<file path="config.mk">
export PLATFORM = sky130hd
export DESIGN_NAME = adc_start_stop_sequencer
export DESIGN_NICKNAME = d
export VERILOG_FILES = /design/src/logic/adc_seq_pkg.sv /design/src/logic/adc_start_stop_sequencer.sv
export VERILOG_INCLUDE_DIRS = /design/src /design/src/logic
export SDC_FILE = /design/constraint.sdc
export NUM_CORES = 1
export LEC_CHECK = 0
export ABC_AREA = 0
export BUFFER_PORTS_ARGS = -buffer_cell sky130_fd_sc_hd__buf_2
export CORE_ASPECT_RATIO = 1.2
export CORE_MARGIN = 2
export CORE_UTILIZATION = 45
export CTS_BUF_LIST = sky130_fd_sc_hd__clkbuf_4 sky130_fd_sc_hd__clkbuf_8
export DETAILED_ROUTE_END_ITERATION = 10
export HOLD_SLACK_MARGIN = 0.06
export PLACE_DENSITY = 0.75
export SYNTH_ARGS = -nofsm -noshare
export SYNTH_HDL_FRONTEND = slang
export SYNTH_SLANG_ARGS = --single-unit
</file>
<file path="constraint.sdc">
create_clock -name clk_sys -period 3.16 [get_ports clk_sys]
set_input_delay 0.158 -clock clk_sys [delete_from_list [all_inputs] [get_ports clk_sys]]
set_output_delay 0.158 -clock clk_sys [all_outputs]
set_load 0.01 [all_outputs]
</file>
<file path="src/logic/adc_seq_regs.svh">
// register offsets, field positions, reset values and timing counts
`ifndef ADC_SEQ_REGS_SVH
`define ADC_SEQ_REGS_SVH

// ------------------------------------------------------------
// register word addresses (byte address / 4 on the bus)
// ------------------------------------------------------------
`define REG_MODE0_ADDR 4'h0
`define REG_MODE1_ADDR 4'h1
`define REG_STATUS_ADDR 4'h2
`define REG_TIMING_ADDR 4'h3

// ------------------------------------------------------------
// mode register zero fields
// ------------------------------------------------------------
`define MODE0_ENABLE_BIT 0
`define MODE0_START_BIT 1
`define MODE0_SELECT_BIT 2
`define MODE0_RATE_LSB 3
`define MODE0_RANGE_LSB 6
`define MODE0_RESET 32'h0000_0000

// mode register one fields
`define MODE1_TRIG_LSB 0
`define MODE1_ONESHOT_BIT 2
`define MODE1_MULTI_BIT 3
`define MODE1_RESET 32'h0000_0000

// status register fields
`define STAT_READY_BIT 0
`define STAT_BUSY_BIT 1
`define STAT_DONE_BIT 2
`define STAT_STATE_LSB 4

// ------------------------------------------------------------
// timing
// ------------------------------------------------------------
`define CLK_MHZ 100
`define STAB_TIME_NS 1000
`define STAB_CYCLES ((`STAB_TIME_NS * `CLK_MHZ + 999) / 1000)
`define STAB_FAD_CYCLES 2
`define TRIG_DETECT_CYCLES 3
`define CONV_FAD_CYCLES 66

`endif

</file>
<file path="src/logic/adc_seq_pkg.sv">
// types shared by the converter sequencer
package adc_seq_pkg;

  // trigger modes
  typedef enum logic [1:0]
  {
    TRIG_SOFT,
    TRIG_HW_NOWAIT,
    TRIG_HW_WAIT,
    TRIG_ADVANCED
  } trig_mode_t;

  // sequencer states
  typedef enum logic [2:0]
  {
    ST_STOP,
    ST_STAB,
    ST_STANDBY,
    ST_CONV
  } seq_state_t;

endpackage

</file>
<file path="src/logic/adc_start_stop_sequencer.sv">
// start/stop sequencer for the on-chip converter, avalon-mm slave
`timescale 1ns/1ps
`include "adc_seq_regs.svh"

// Summary of operation
// - enable bit zero stops comparator, one enables
// - comparator needs 1 us plus two fad
// - early start waits for stabilization to finish
// - wait mode: hardware sets start on trigger
// - one-shot no-wait/advanced keeps start bit set
// - advanced trigger detected three cycles after source
module adc_start_stop_sequencer
  import adc_seq_pkg::*;
#(
  parameter int STAB_CYCLES = `STAB_CYCLES,
  parameter int CONV_FAD_CYCLES = `CONV_FAD_CYCLES
)
(
  input wire logic clk_sys,
  input wire logic nrst,
  input wire logic [3:0] address,
  input wire logic read,
  input wire logic write,
  input wire logic [31:0] writedata,
  output logic [31:0] readdata,
  output logic waitrequest,
  input wire logic hw_trigger,
  output logic comparator_on,
  output logic conv_active,
  output logic conv_done
);

  // ------------------------------------------------------------
  // register state
  // ------------------------------------------------------------
  logic [31:0] mode0_q, mode0_d;
  logic [31:0] mode1_q, mode1_d;
  logic [31:0] readdata_q, readdata_d;
  logic ack_q, ack_d;
  seq_state_t state_q, state_d;
  logic [15:0] stab_cnt_q, stab_cnt_d;
  logic [15:0] conv_cnt_q, conv_cnt_d;
  logic [3:0] div_cnt_q, div_cnt_d;
  logic ready_q, ready_d;
  logic done_q, done_d;
  logic [2:0] trig_pipe_q, trig_pipe_d;
  logic trig_prev_q;

  // fields of the mode registers, plus the tick, trigger and bus access strobes
  logic enable_bit, start_bit;
  logic [2:0] clock_rate_field;
  trig_mode_t trig_mode;
  logic one_shot;
  logic fad_tick, trig_seen, access;

  assign enable_bit = mode0_q[`MODE0_ENABLE_BIT];
  assign start_bit = mode0_q[`MODE0_START_BIT];
  assign clock_rate_field = mode0_q[`MODE0_RATE_LSB +: 3];
  assign trig_mode = trig_mode_t'(mode1_q[`MODE1_TRIG_LSB +: 2]);
  assign one_shot = mode1_q[`MODE1_ONESHOT_BIT];
  assign access = (read | write) & ~ack_q;

  // converter clock divide ratio from the rate field: 2^(4-rate), 1 for rate 4 and up
  function automatic logic [3:0] div_limit(input logic [2:0] rate);
    case (rate)
      3'h0: div_limit = 4'hF;
      3'h1: div_limit = 4'h7;
      3'h2: div_limit = 4'h3;
      3'h3: div_limit = 4'h1;
      default: div_limit = 4'h0;
    endcase
  endfunction

  // ------------------------------------------------------------
  // converter clock enable divider
  // ------------------------------------------------------------
  always_comb
  begin
    div_cnt_d = div_cnt_q + 4'h1;
    if (div_cnt_q >= div_limit(clock_rate_field))
      div_cnt_d = 4'h0;
  end
  assign fad_tick = (div_cnt_q >= div_limit(clock_rate_field));

  // ------------------------------------------------------------
  // trigger detection: pin pass two flops, advanced adds one
  // ------------------------------------------------------------
  always_comb
  begin
    trig_pipe_d = {trig_pipe_q[1:0], hw_trigger};
  end
  // edge on synchronised level, one stage later in advanced mode
  assign trig_seen = (trig_mode == TRIG_ADVANCED) ?
    (trig_pipe_q[2] & ~trig_prev_q) :
    (trig_pipe_q[1] & ~trig_pipe_q[2]);

  // ------------------------------------------------------------
  // register writes, hardware start and sequencer
  // ------------------------------------------------------------
  always_comb
  begin
    mode0_d = mode0_q;
    mode1_d = mode1_q;
    state_d = state_q;
    stab_cnt_d = stab_cnt_q;
    conv_cnt_d = conv_cnt_q;
    ready_d = ready_q;
    done_d = 1'b0;
    // bus writes land at the edge where waitrequest is seen low,
    // so a master that is still held off never changes a bit;
    // hardware events below still take priority afterwards
    if (write && ack_q)
    begin
      if (address == `REG_MODE0_ADDR)
        mode0_d = {24'h0, writedata[7:0]};
      else if (address == `REG_MODE1_ADDR)
        mode1_d = {28'h0, writedata[3:0]};
    end
    // comparator stops whenever enable reads zero
    if (!mode0_d[`MODE0_ENABLE_BIT])
    begin
      ready_d = 1'b0;
      stab_cnt_d = 16'h0;
    end
    // stabilization counter: 1 us then two converter clocks
    else if (!ready_q)
    begin
      if (stab_cnt_q < STAB_CYCLES[15:0])
        stab_cnt_d = stab_cnt_q + 16'h1;
      else if (fad_tick)
      begin
        stab_cnt_d = stab_cnt_q + 16'h1;
        if (stab_cnt_q >= STAB_CYCLES[15:0] +
            16'(`STAB_FAD_CYCLES) - 16'h1)
          ready_d = 1'b1;
      end
    end
    // wait mode: hardware raises start on trigger
    if (trig_seen && enable_bit && trig_mode == TRIG_HW_WAIT)
      mode0_d[`MODE0_START_BIT] = 1'b1;
    case (state_q)
      ST_STOP:
      begin
        if (mode0_d[`MODE0_ENABLE_BIT])
          state_d = ST_STAB;
      end
      ST_STAB:
      begin
        // start held off until the comparator settles
        if (!mode0_d[`MODE0_ENABLE_BIT])
          state_d = ST_STOP;
        else if (ready_q)
          state_d = ST_STANDBY;
      end
      ST_STANDBY:
      begin
        conv_cnt_d = 16'h0;
        if (!mode0_d[`MODE0_ENABLE_BIT])
          state_d = ST_STOP;
        else if (start_bit && ready_q)
        begin
          if (trig_mode == TRIG_SOFT || trig_mode == TRIG_HW_WAIT)
            state_d = ST_CONV;
          else if (trig_seen)
            state_d = ST_CONV;
        end
      end
      ST_CONV:
      begin
        if (!mode0_d[`MODE0_START_BIT] || !mode0_d[`MODE0_ENABLE_BIT])
          state_d = mode0_d[`MODE0_ENABLE_BIT] ? ST_STANDBY : ST_STOP;
        else if (fad_tick)
        begin
          conv_cnt_d = conv_cnt_q + 16'h1;
          if (conv_cnt_q >= CONV_FAD_CYCLES[15:0] - 16'h1)
          begin
            done_d = 1'b1;
            state_d = ST_STANDBY;
            conv_cnt_d = 16'h0;
            // one-shot clears start only in soft and wait modes
            if (one_shot && (trig_mode == TRIG_SOFT ||
                trig_mode == TRIG_HW_WAIT))
              mode0_d[`MODE0_START_BIT] = 1'b0;
          end
        end
      end
      default:
        state_d = ST_STOP;
    endcase
  end

  // ------------------------------------------------------------
  // bus answer: one wait cycle, then ack
  // ------------------------------------------------------------
  always_comb
  begin
    ack_d = access;
    readdata_d = readdata_q;
    if (access && read)
    begin
      case (address)
        `REG_MODE0_ADDR: readdata_d = mode0_q;
        `REG_MODE1_ADDR: readdata_d = mode1_q;
        `REG_STATUS_ADDR:
          readdata_d = {25'h0, 3'(state_q), 1'b0, done_q,
                        (state_q == ST_CONV), ready_q};
        `REG_TIMING_ADDR: readdata_d = 32'(STAB_CYCLES);
        default: readdata_d = 32'h0000_0000;
      endcase
    end
  end

  // ------------------------------------------------------------
  // registers
  // ------------------------------------------------------------
  always_ff @(posedge clk_sys)
  begin
    if (!nrst)
    begin
      mode0_q <= `MODE0_RESET;
      mode1_q <= `MODE1_RESET;
      state_q <= ST_STOP;
      stab_cnt_q <= 16'h0;
      conv_cnt_q <= 16'h0;
      div_cnt_q <= 4'h0;
      ready_q <= 1'b0;
      done_q <= 1'b0;
      trig_pipe_q <= 3'h0;
      trig_prev_q <= 1'b0;
      ack_q <= 1'b0;
      readdata_q <= 32'h0000_0000;
      comparator_on <= 1'b0;
      conv_active <= 1'b0;
      conv_done <= 1'b0;
      waitrequest <= 1'b1;
      readdata <= 32'h0000_0000;
    end
    else
    begin
      mode0_q <= mode0_d;
      mode1_q <= mode1_d;
      state_q <= state_d;
      stab_cnt_q <= stab_cnt_d;
      conv_cnt_q <= conv_cnt_d;
      div_cnt_q <= div_cnt_d;
      ready_q <= ready_d;
      done_q <= done_d;
      trig_pipe_q <= trig_pipe_d;
      trig_prev_q <= trig_pipe_q[2];
      ack_q <= ack_d;
      readdata_q <= readdata_d;
      comparator_on <= mode0_d[`MODE0_ENABLE_BIT];
      conv_active <= (state_d == ST_CONV);
      conv_done <= done_d;
      waitrequest <= ~ack_d;
      readdata <= readdata_d;
    end
  end

endmodule

</file>
==> summary.txt <==
==================================================================================
Wire length of the first global-routing pass                              12100 um
Cell row count                                                                  35
Number of maximum-capacitance constraint violations                              0
Final-layout fill cell count                                                   712
Core region area                                                      0.00771 mm^2
Largest fanout of any net on the critical path                                  12
Latest clock arrival within the worst-skew pair                             350 ps
Total instance count after detailed placement                                  508
Ordered cell list for the critical path                               or3_1 -> ha_1 -> a2111oi_4 -> o21bai_1 -> a21boi_2 -> nor3_1 -> o21a_1
Slowest-stage cell, CP                                                sky130_fd_sc_hd__a2111oi_4
Fraction of power spent switching nets                                       22.8%
Number of iterations in the first detailed-routing pass                          4
Number of nets in the final layout                                             483
Sinks on Clock Net                                                              68
Layout area overhead                                                         9.48%
Proportion of power drawn by the clock network                               43.0%
Remaining design rule violation count                                            0
Result of the run                                                     finished clean
Total of warnings raised by yosys                                                0
Via/cell ratio                                                                5.40
Total power draw                                                           1690 uW
Remaining number of nets flagged by the antenna check after routing              0
Worst vdd rail ir drop                                                    0.277 mV
Internal power component                                                   1300 uW
Final-report max-slew violation count                                            0
Synthesized area divided by synthesized cell count                       9.01 um^2
Number of global-route vias before repair                                     2658
Final count of negative-setup-slack endpoints                                    0
Leakage component of the power                                          0.00149 uW
DIE WIDTH                                                                  85.7 um
Reg clk slew, reported paths                                                 70 ps
Unique cell type count in the Yosys netlist                                     67
Number of enable flip-flop cells after synthesis                                 0
Port bufs                                                                       28
Total detailed-routing wirelength                                          7180 um
Setup Total Neg Slack                                                         0 ps
Final clock skew                                                           6.20 ps
Synth Flop Type                                                       sky130_fd_sc_hd__dfxtp_1
Fin crit period                                                            2680 ps
Buffer levels on the longest clock path                                          2
Initial core utilization                                                     46.7%
Initial antenna violation count                                                  0
Ratio of cells with drive above 1 in the final layout                        15.4%
Kind of end point of the critical path                                    register
Measured slew at the worst slew-check pin                                   826 ps
Placer's final routability congestion estimate                               0.792
Post-Synthesis Cell Area                                              0.00360 mm^2
Type of origin of the critical path                                       register
Period utilisation layout                                                    84.8%
Initial DRC Count                                                              131
Endpoint arrival time on the critical path                                 2930 ps
Average wire per standard cell                                             13.6 um
Sum of net half-perimeters after detailed placement                        5210 um
Diodes inserted                                                                  0
Cell at the root of the clock tree                                    sky130_fd_sc_hd__clkbuf_8
Share of synthesized area occupied by flip-flops and latches                 37.8%
Tightest Hold Check Type                                              input port to register
Worst slew margin relative to its limit                                      44.9%
Max Clock Freq                                                             373 MHz
Portion of total power attributed to sequential cells                        51.8%
Overall Global Routing Usage                                                 17.4%
TritonCTS Buffers                                                                9
Number of instances in the synthesized netlist                                 400
Number of flip-flops and latches in the synthesized netlist                     68
Count of vias placed by the detailed router                                   2849
RSZ-0062 raised after global routing                                            no
Crit Path Class                                                       register to register
Fraction of power consumed by combinational cells                             5.2%
Power density cells                                                    427 mW/mm^2
Required time of the critical path                                         3410 ps
Clock tree from TritonCTS                                                    built
Total count of hold-check failures in the final report                           0
Count of pins on the block boundary                                             77
Pin count of the biggest net entering global routing                            39
Reported net switching power                                                384 uW
Critical Path Max Stage Delay                                               510 ps
Height of the chip                                                          102 um
Total Die Area                                                        0.00874 mm^2
Depth of the CTS H-tree                                                          3
Post-synthesis async set-or-reset flop share                                    0%
Non-filler cells in the finished layout                                        528
Aggregate global routing overflow                                                0
==================================================================================
-- final cells by class --
class	instances	area, um^2	share of cell area (%)
Multi-Input combinational cell	305	2030	51.4
Sequential cell	68	1360	34.5
Timing Repair Buffer	33	188	4.76
Clock buffer	12	153	3.87
Tap cell	92	115	2.92
Inverter	14	52.6	1.33
Clock inverter	4	48.8	1.24
-- synth_stat cells (3+ instances only) --
cell type | n | share of area [%]
sky130_fd_sc_hd__dfxtp_1 | 68 | 38
sky130_fd_sc_hd__nor2_1 | 37 | 3.9
sky130_fd_sc_hd__nand2_1 | 29 | 3.0
sky130_fd_sc_hd__buf_4 | 25 | 5.2
sky130_fd_sc_hd__nor2b_1 | 16 | 2.8
sky130_fd_sc_hd__mux2i_1 | 15 | 4.2
sky130_fd_sc_hd__nand3_1 | 14 | 1.9
sky130_fd_sc_hd__o21a_1 | 14 | 2.9
sky130_fd_sc_hd__inv_1 | 12 | 1.3
sky130_fd_sc_hd__ha_1 | 11 | 3.8
sky130_fd_sc_hd__a21oi_1 | 9 | 1.3
sky130_fd_sc_hd__and3_1 | 9 | 1.6
sky130_fd_sc_hd__nor3_1 | 9 | 1.3
sky130_fd_sc_hd__xor2_1 | 9 | 2.2
sky130_fd_sc_hd__and2_1 | 8 | 1.4
sky130_fd_sc_hd__nand2b_1 | 8 | 1.4
sky130_fd_sc_hd__o21ai_0 | 8 | 1.1
sky130_fd_sc_hd__nand4_1 | 7 | 1.2
sky130_fd_sc_hd__clkbuf_1 | 5 | 0.52
sky130_fd_sc_hd__xnor2_1 | 5 | 1.2
sky130_fd_sc_hd__buf_2 | 4 | 0.56
sky130_fd_sc_hd__nor3b_1 | 4 | 0.83
sky130_fd_sc_hd__nor4_1 | 4 | 0.69
sky130_fd_sc_hd__o21ai_1 | 4 | 0.56
sky130_fd_sc_hd__a21boi_0 | 3 | 0.63
sky130_fd_sc_hd__and4_2 | 3 | 0.83
sky130_fd_sc_hd__o22ai_1 | 3 | 0.52
sky130_fd_sc_hd__or3_1 | 3 | 0.52
-- sequential cells by signal, indices dropped and copies added, names as in the netlist --
name and flops:
done_q 1, ack_q 1, trig_pipe_q 3, conv_active 1, div_cnt_q 4, conv_cnt_q 16, stab_cnt_q 16, mode1_q 4
readdata_q 8, state_q 3, waitrequest 1, trig_prev_q 1, ready_q 1, mode0_q 8
-- cell families (layout without fill, tap and decap cells) --
group                    after synthesis  after routing  synth area share (%)
AND/OR/NAND/NOR                      175            175                  28.2
flip-flops                            68             68                  37.8
AO/OA/AOI/OAI                         63             63                  13.4
buffers and inverters                 51             63                  8.47
multiplexers                          17             17                  4.79
XOR/XNOR                              14             14                  3.40
adder cells (fa/ha/maj)               11             11                  3.82
other                                  1             25                 0.104
-- critical path: cells and delay by family (launching register included) --
kind | cells | cell delay, ps
AOI/OAI and AO/OA | 4 | 1460
DFF | 1 | 360
and+or+nand+nor | 2 | 520
adders and majority gates | 1 | 230
-- power groups by stage --
stage	logic, uW	registers, uW	clock network (uW)
after floorplan	83.1	892	0
after global placement	82.2	892	0
after detailed placement	83.4	893	0
after CTS	87.6	873	745
after global routing	98.0	874	784
final	88.1	873	724
-- worst paths after layout --
kind / startpoint / end / slack [ps] / cells after the start
max: mode0_q[3] / conv_cnt_q[13] / 480 / 7
min: writedata[3] / mode0_q[3] / 90 / 3
max reg2reg: mode0_q[3] / conv_cnt_q[13] / 480 / 7
min reg2reg: trig_pipe_q[0] / trig_pipe_q[1] / 440 / 1
-- timing repair --
| item | in CTS | in global routing |
|---|---|---|
| hold buffers | 4 | 0 |
| resized for setup | 0 | 0 |
| hold endpoints to repair | 4 | 0 |
| buffers inserted | 0 | 0 |
| setup endpoints to repair | 0 | 0 |
-- routing by layer --
metal	vias to the layer above	share of wire, %	track usage [%]
met5	-	0	0
met1	1352	43	20.2
li1	1428	-	-
met2	55	51	29.4
met4	0	2.1	8.91
met3	14	3.7	4.60
-- cell usage in the layout, fill, tap and decap left out, types with 3 or more instances in the layout --
cell type,count
sky130_fd_sc_hd__a21boi_0,3
sky130_fd_sc_hd__a21oi_1,9
sky130_fd_sc_hd__and2_1,8
sky130_fd_sc_hd__and3_1,9
sky130_fd_sc_hd__and4_2,3
sky130_fd_sc_hd__buf_2,28
sky130_fd_sc_hd__clkbuf_8,10
sky130_fd_sc_hd__conb_1,25
sky130_fd_sc_hd__dfxtp_1,68
sky130_fd_sc_hd__dlygate4sd3_1,4
sky130_fd_sc_hd__ha_1,11
sky130_fd_sc_hd__inv_1,12
sky130_fd_sc_hd__mux2i_1,15
sky130_fd_sc_hd__nand2_1,29
sky130_fd_sc_hd__nand2b_1,8
sky130_fd_sc_hd__nand3_1,14
sky130_fd_sc_hd__nand4_1,7
sky130_fd_sc_hd__nor2_1,37
sky130_fd_sc_hd__nor2b_1,16
sky130_fd_sc_hd__nor3_1,9
sky130_fd_sc_hd__nor3b_1,4
sky130_fd_sc_hd__nor4_1,4
sky130_fd_sc_hd__o21a_1,14
sky130_fd_sc_hd__o21ai_0,8
sky130_fd_sc_hd__o21ai_1,4
sky130_fd_sc_hd__o22ai_1,3
sky130_fd_sc_hd__or3_1,3
sky130_fd_sc_hd__xnor2_1,5
sky130_fd_sc_hd__xor2_1,9
-- per-stage QoR --
| step | area, um^2 | setup WS [ps] | util, % | hold WS (ps) |
|---|---|---|---|---|
| floorplan | 3690 | 916 | - | 285 |
| global placement | 3700 | 538 | 48.0 | 368 |
| detailed placement | 3700 | 485 | 48.0 | 372 |
| CTS | 3940 | 478 | 51.2 | 71.1 |
| global route | 3940 | 258 | 51.2 | 83.5 |
| finish | 3940 | 482 | 51.2 | 85.9 |
Power figures use the tool's default switching activity.
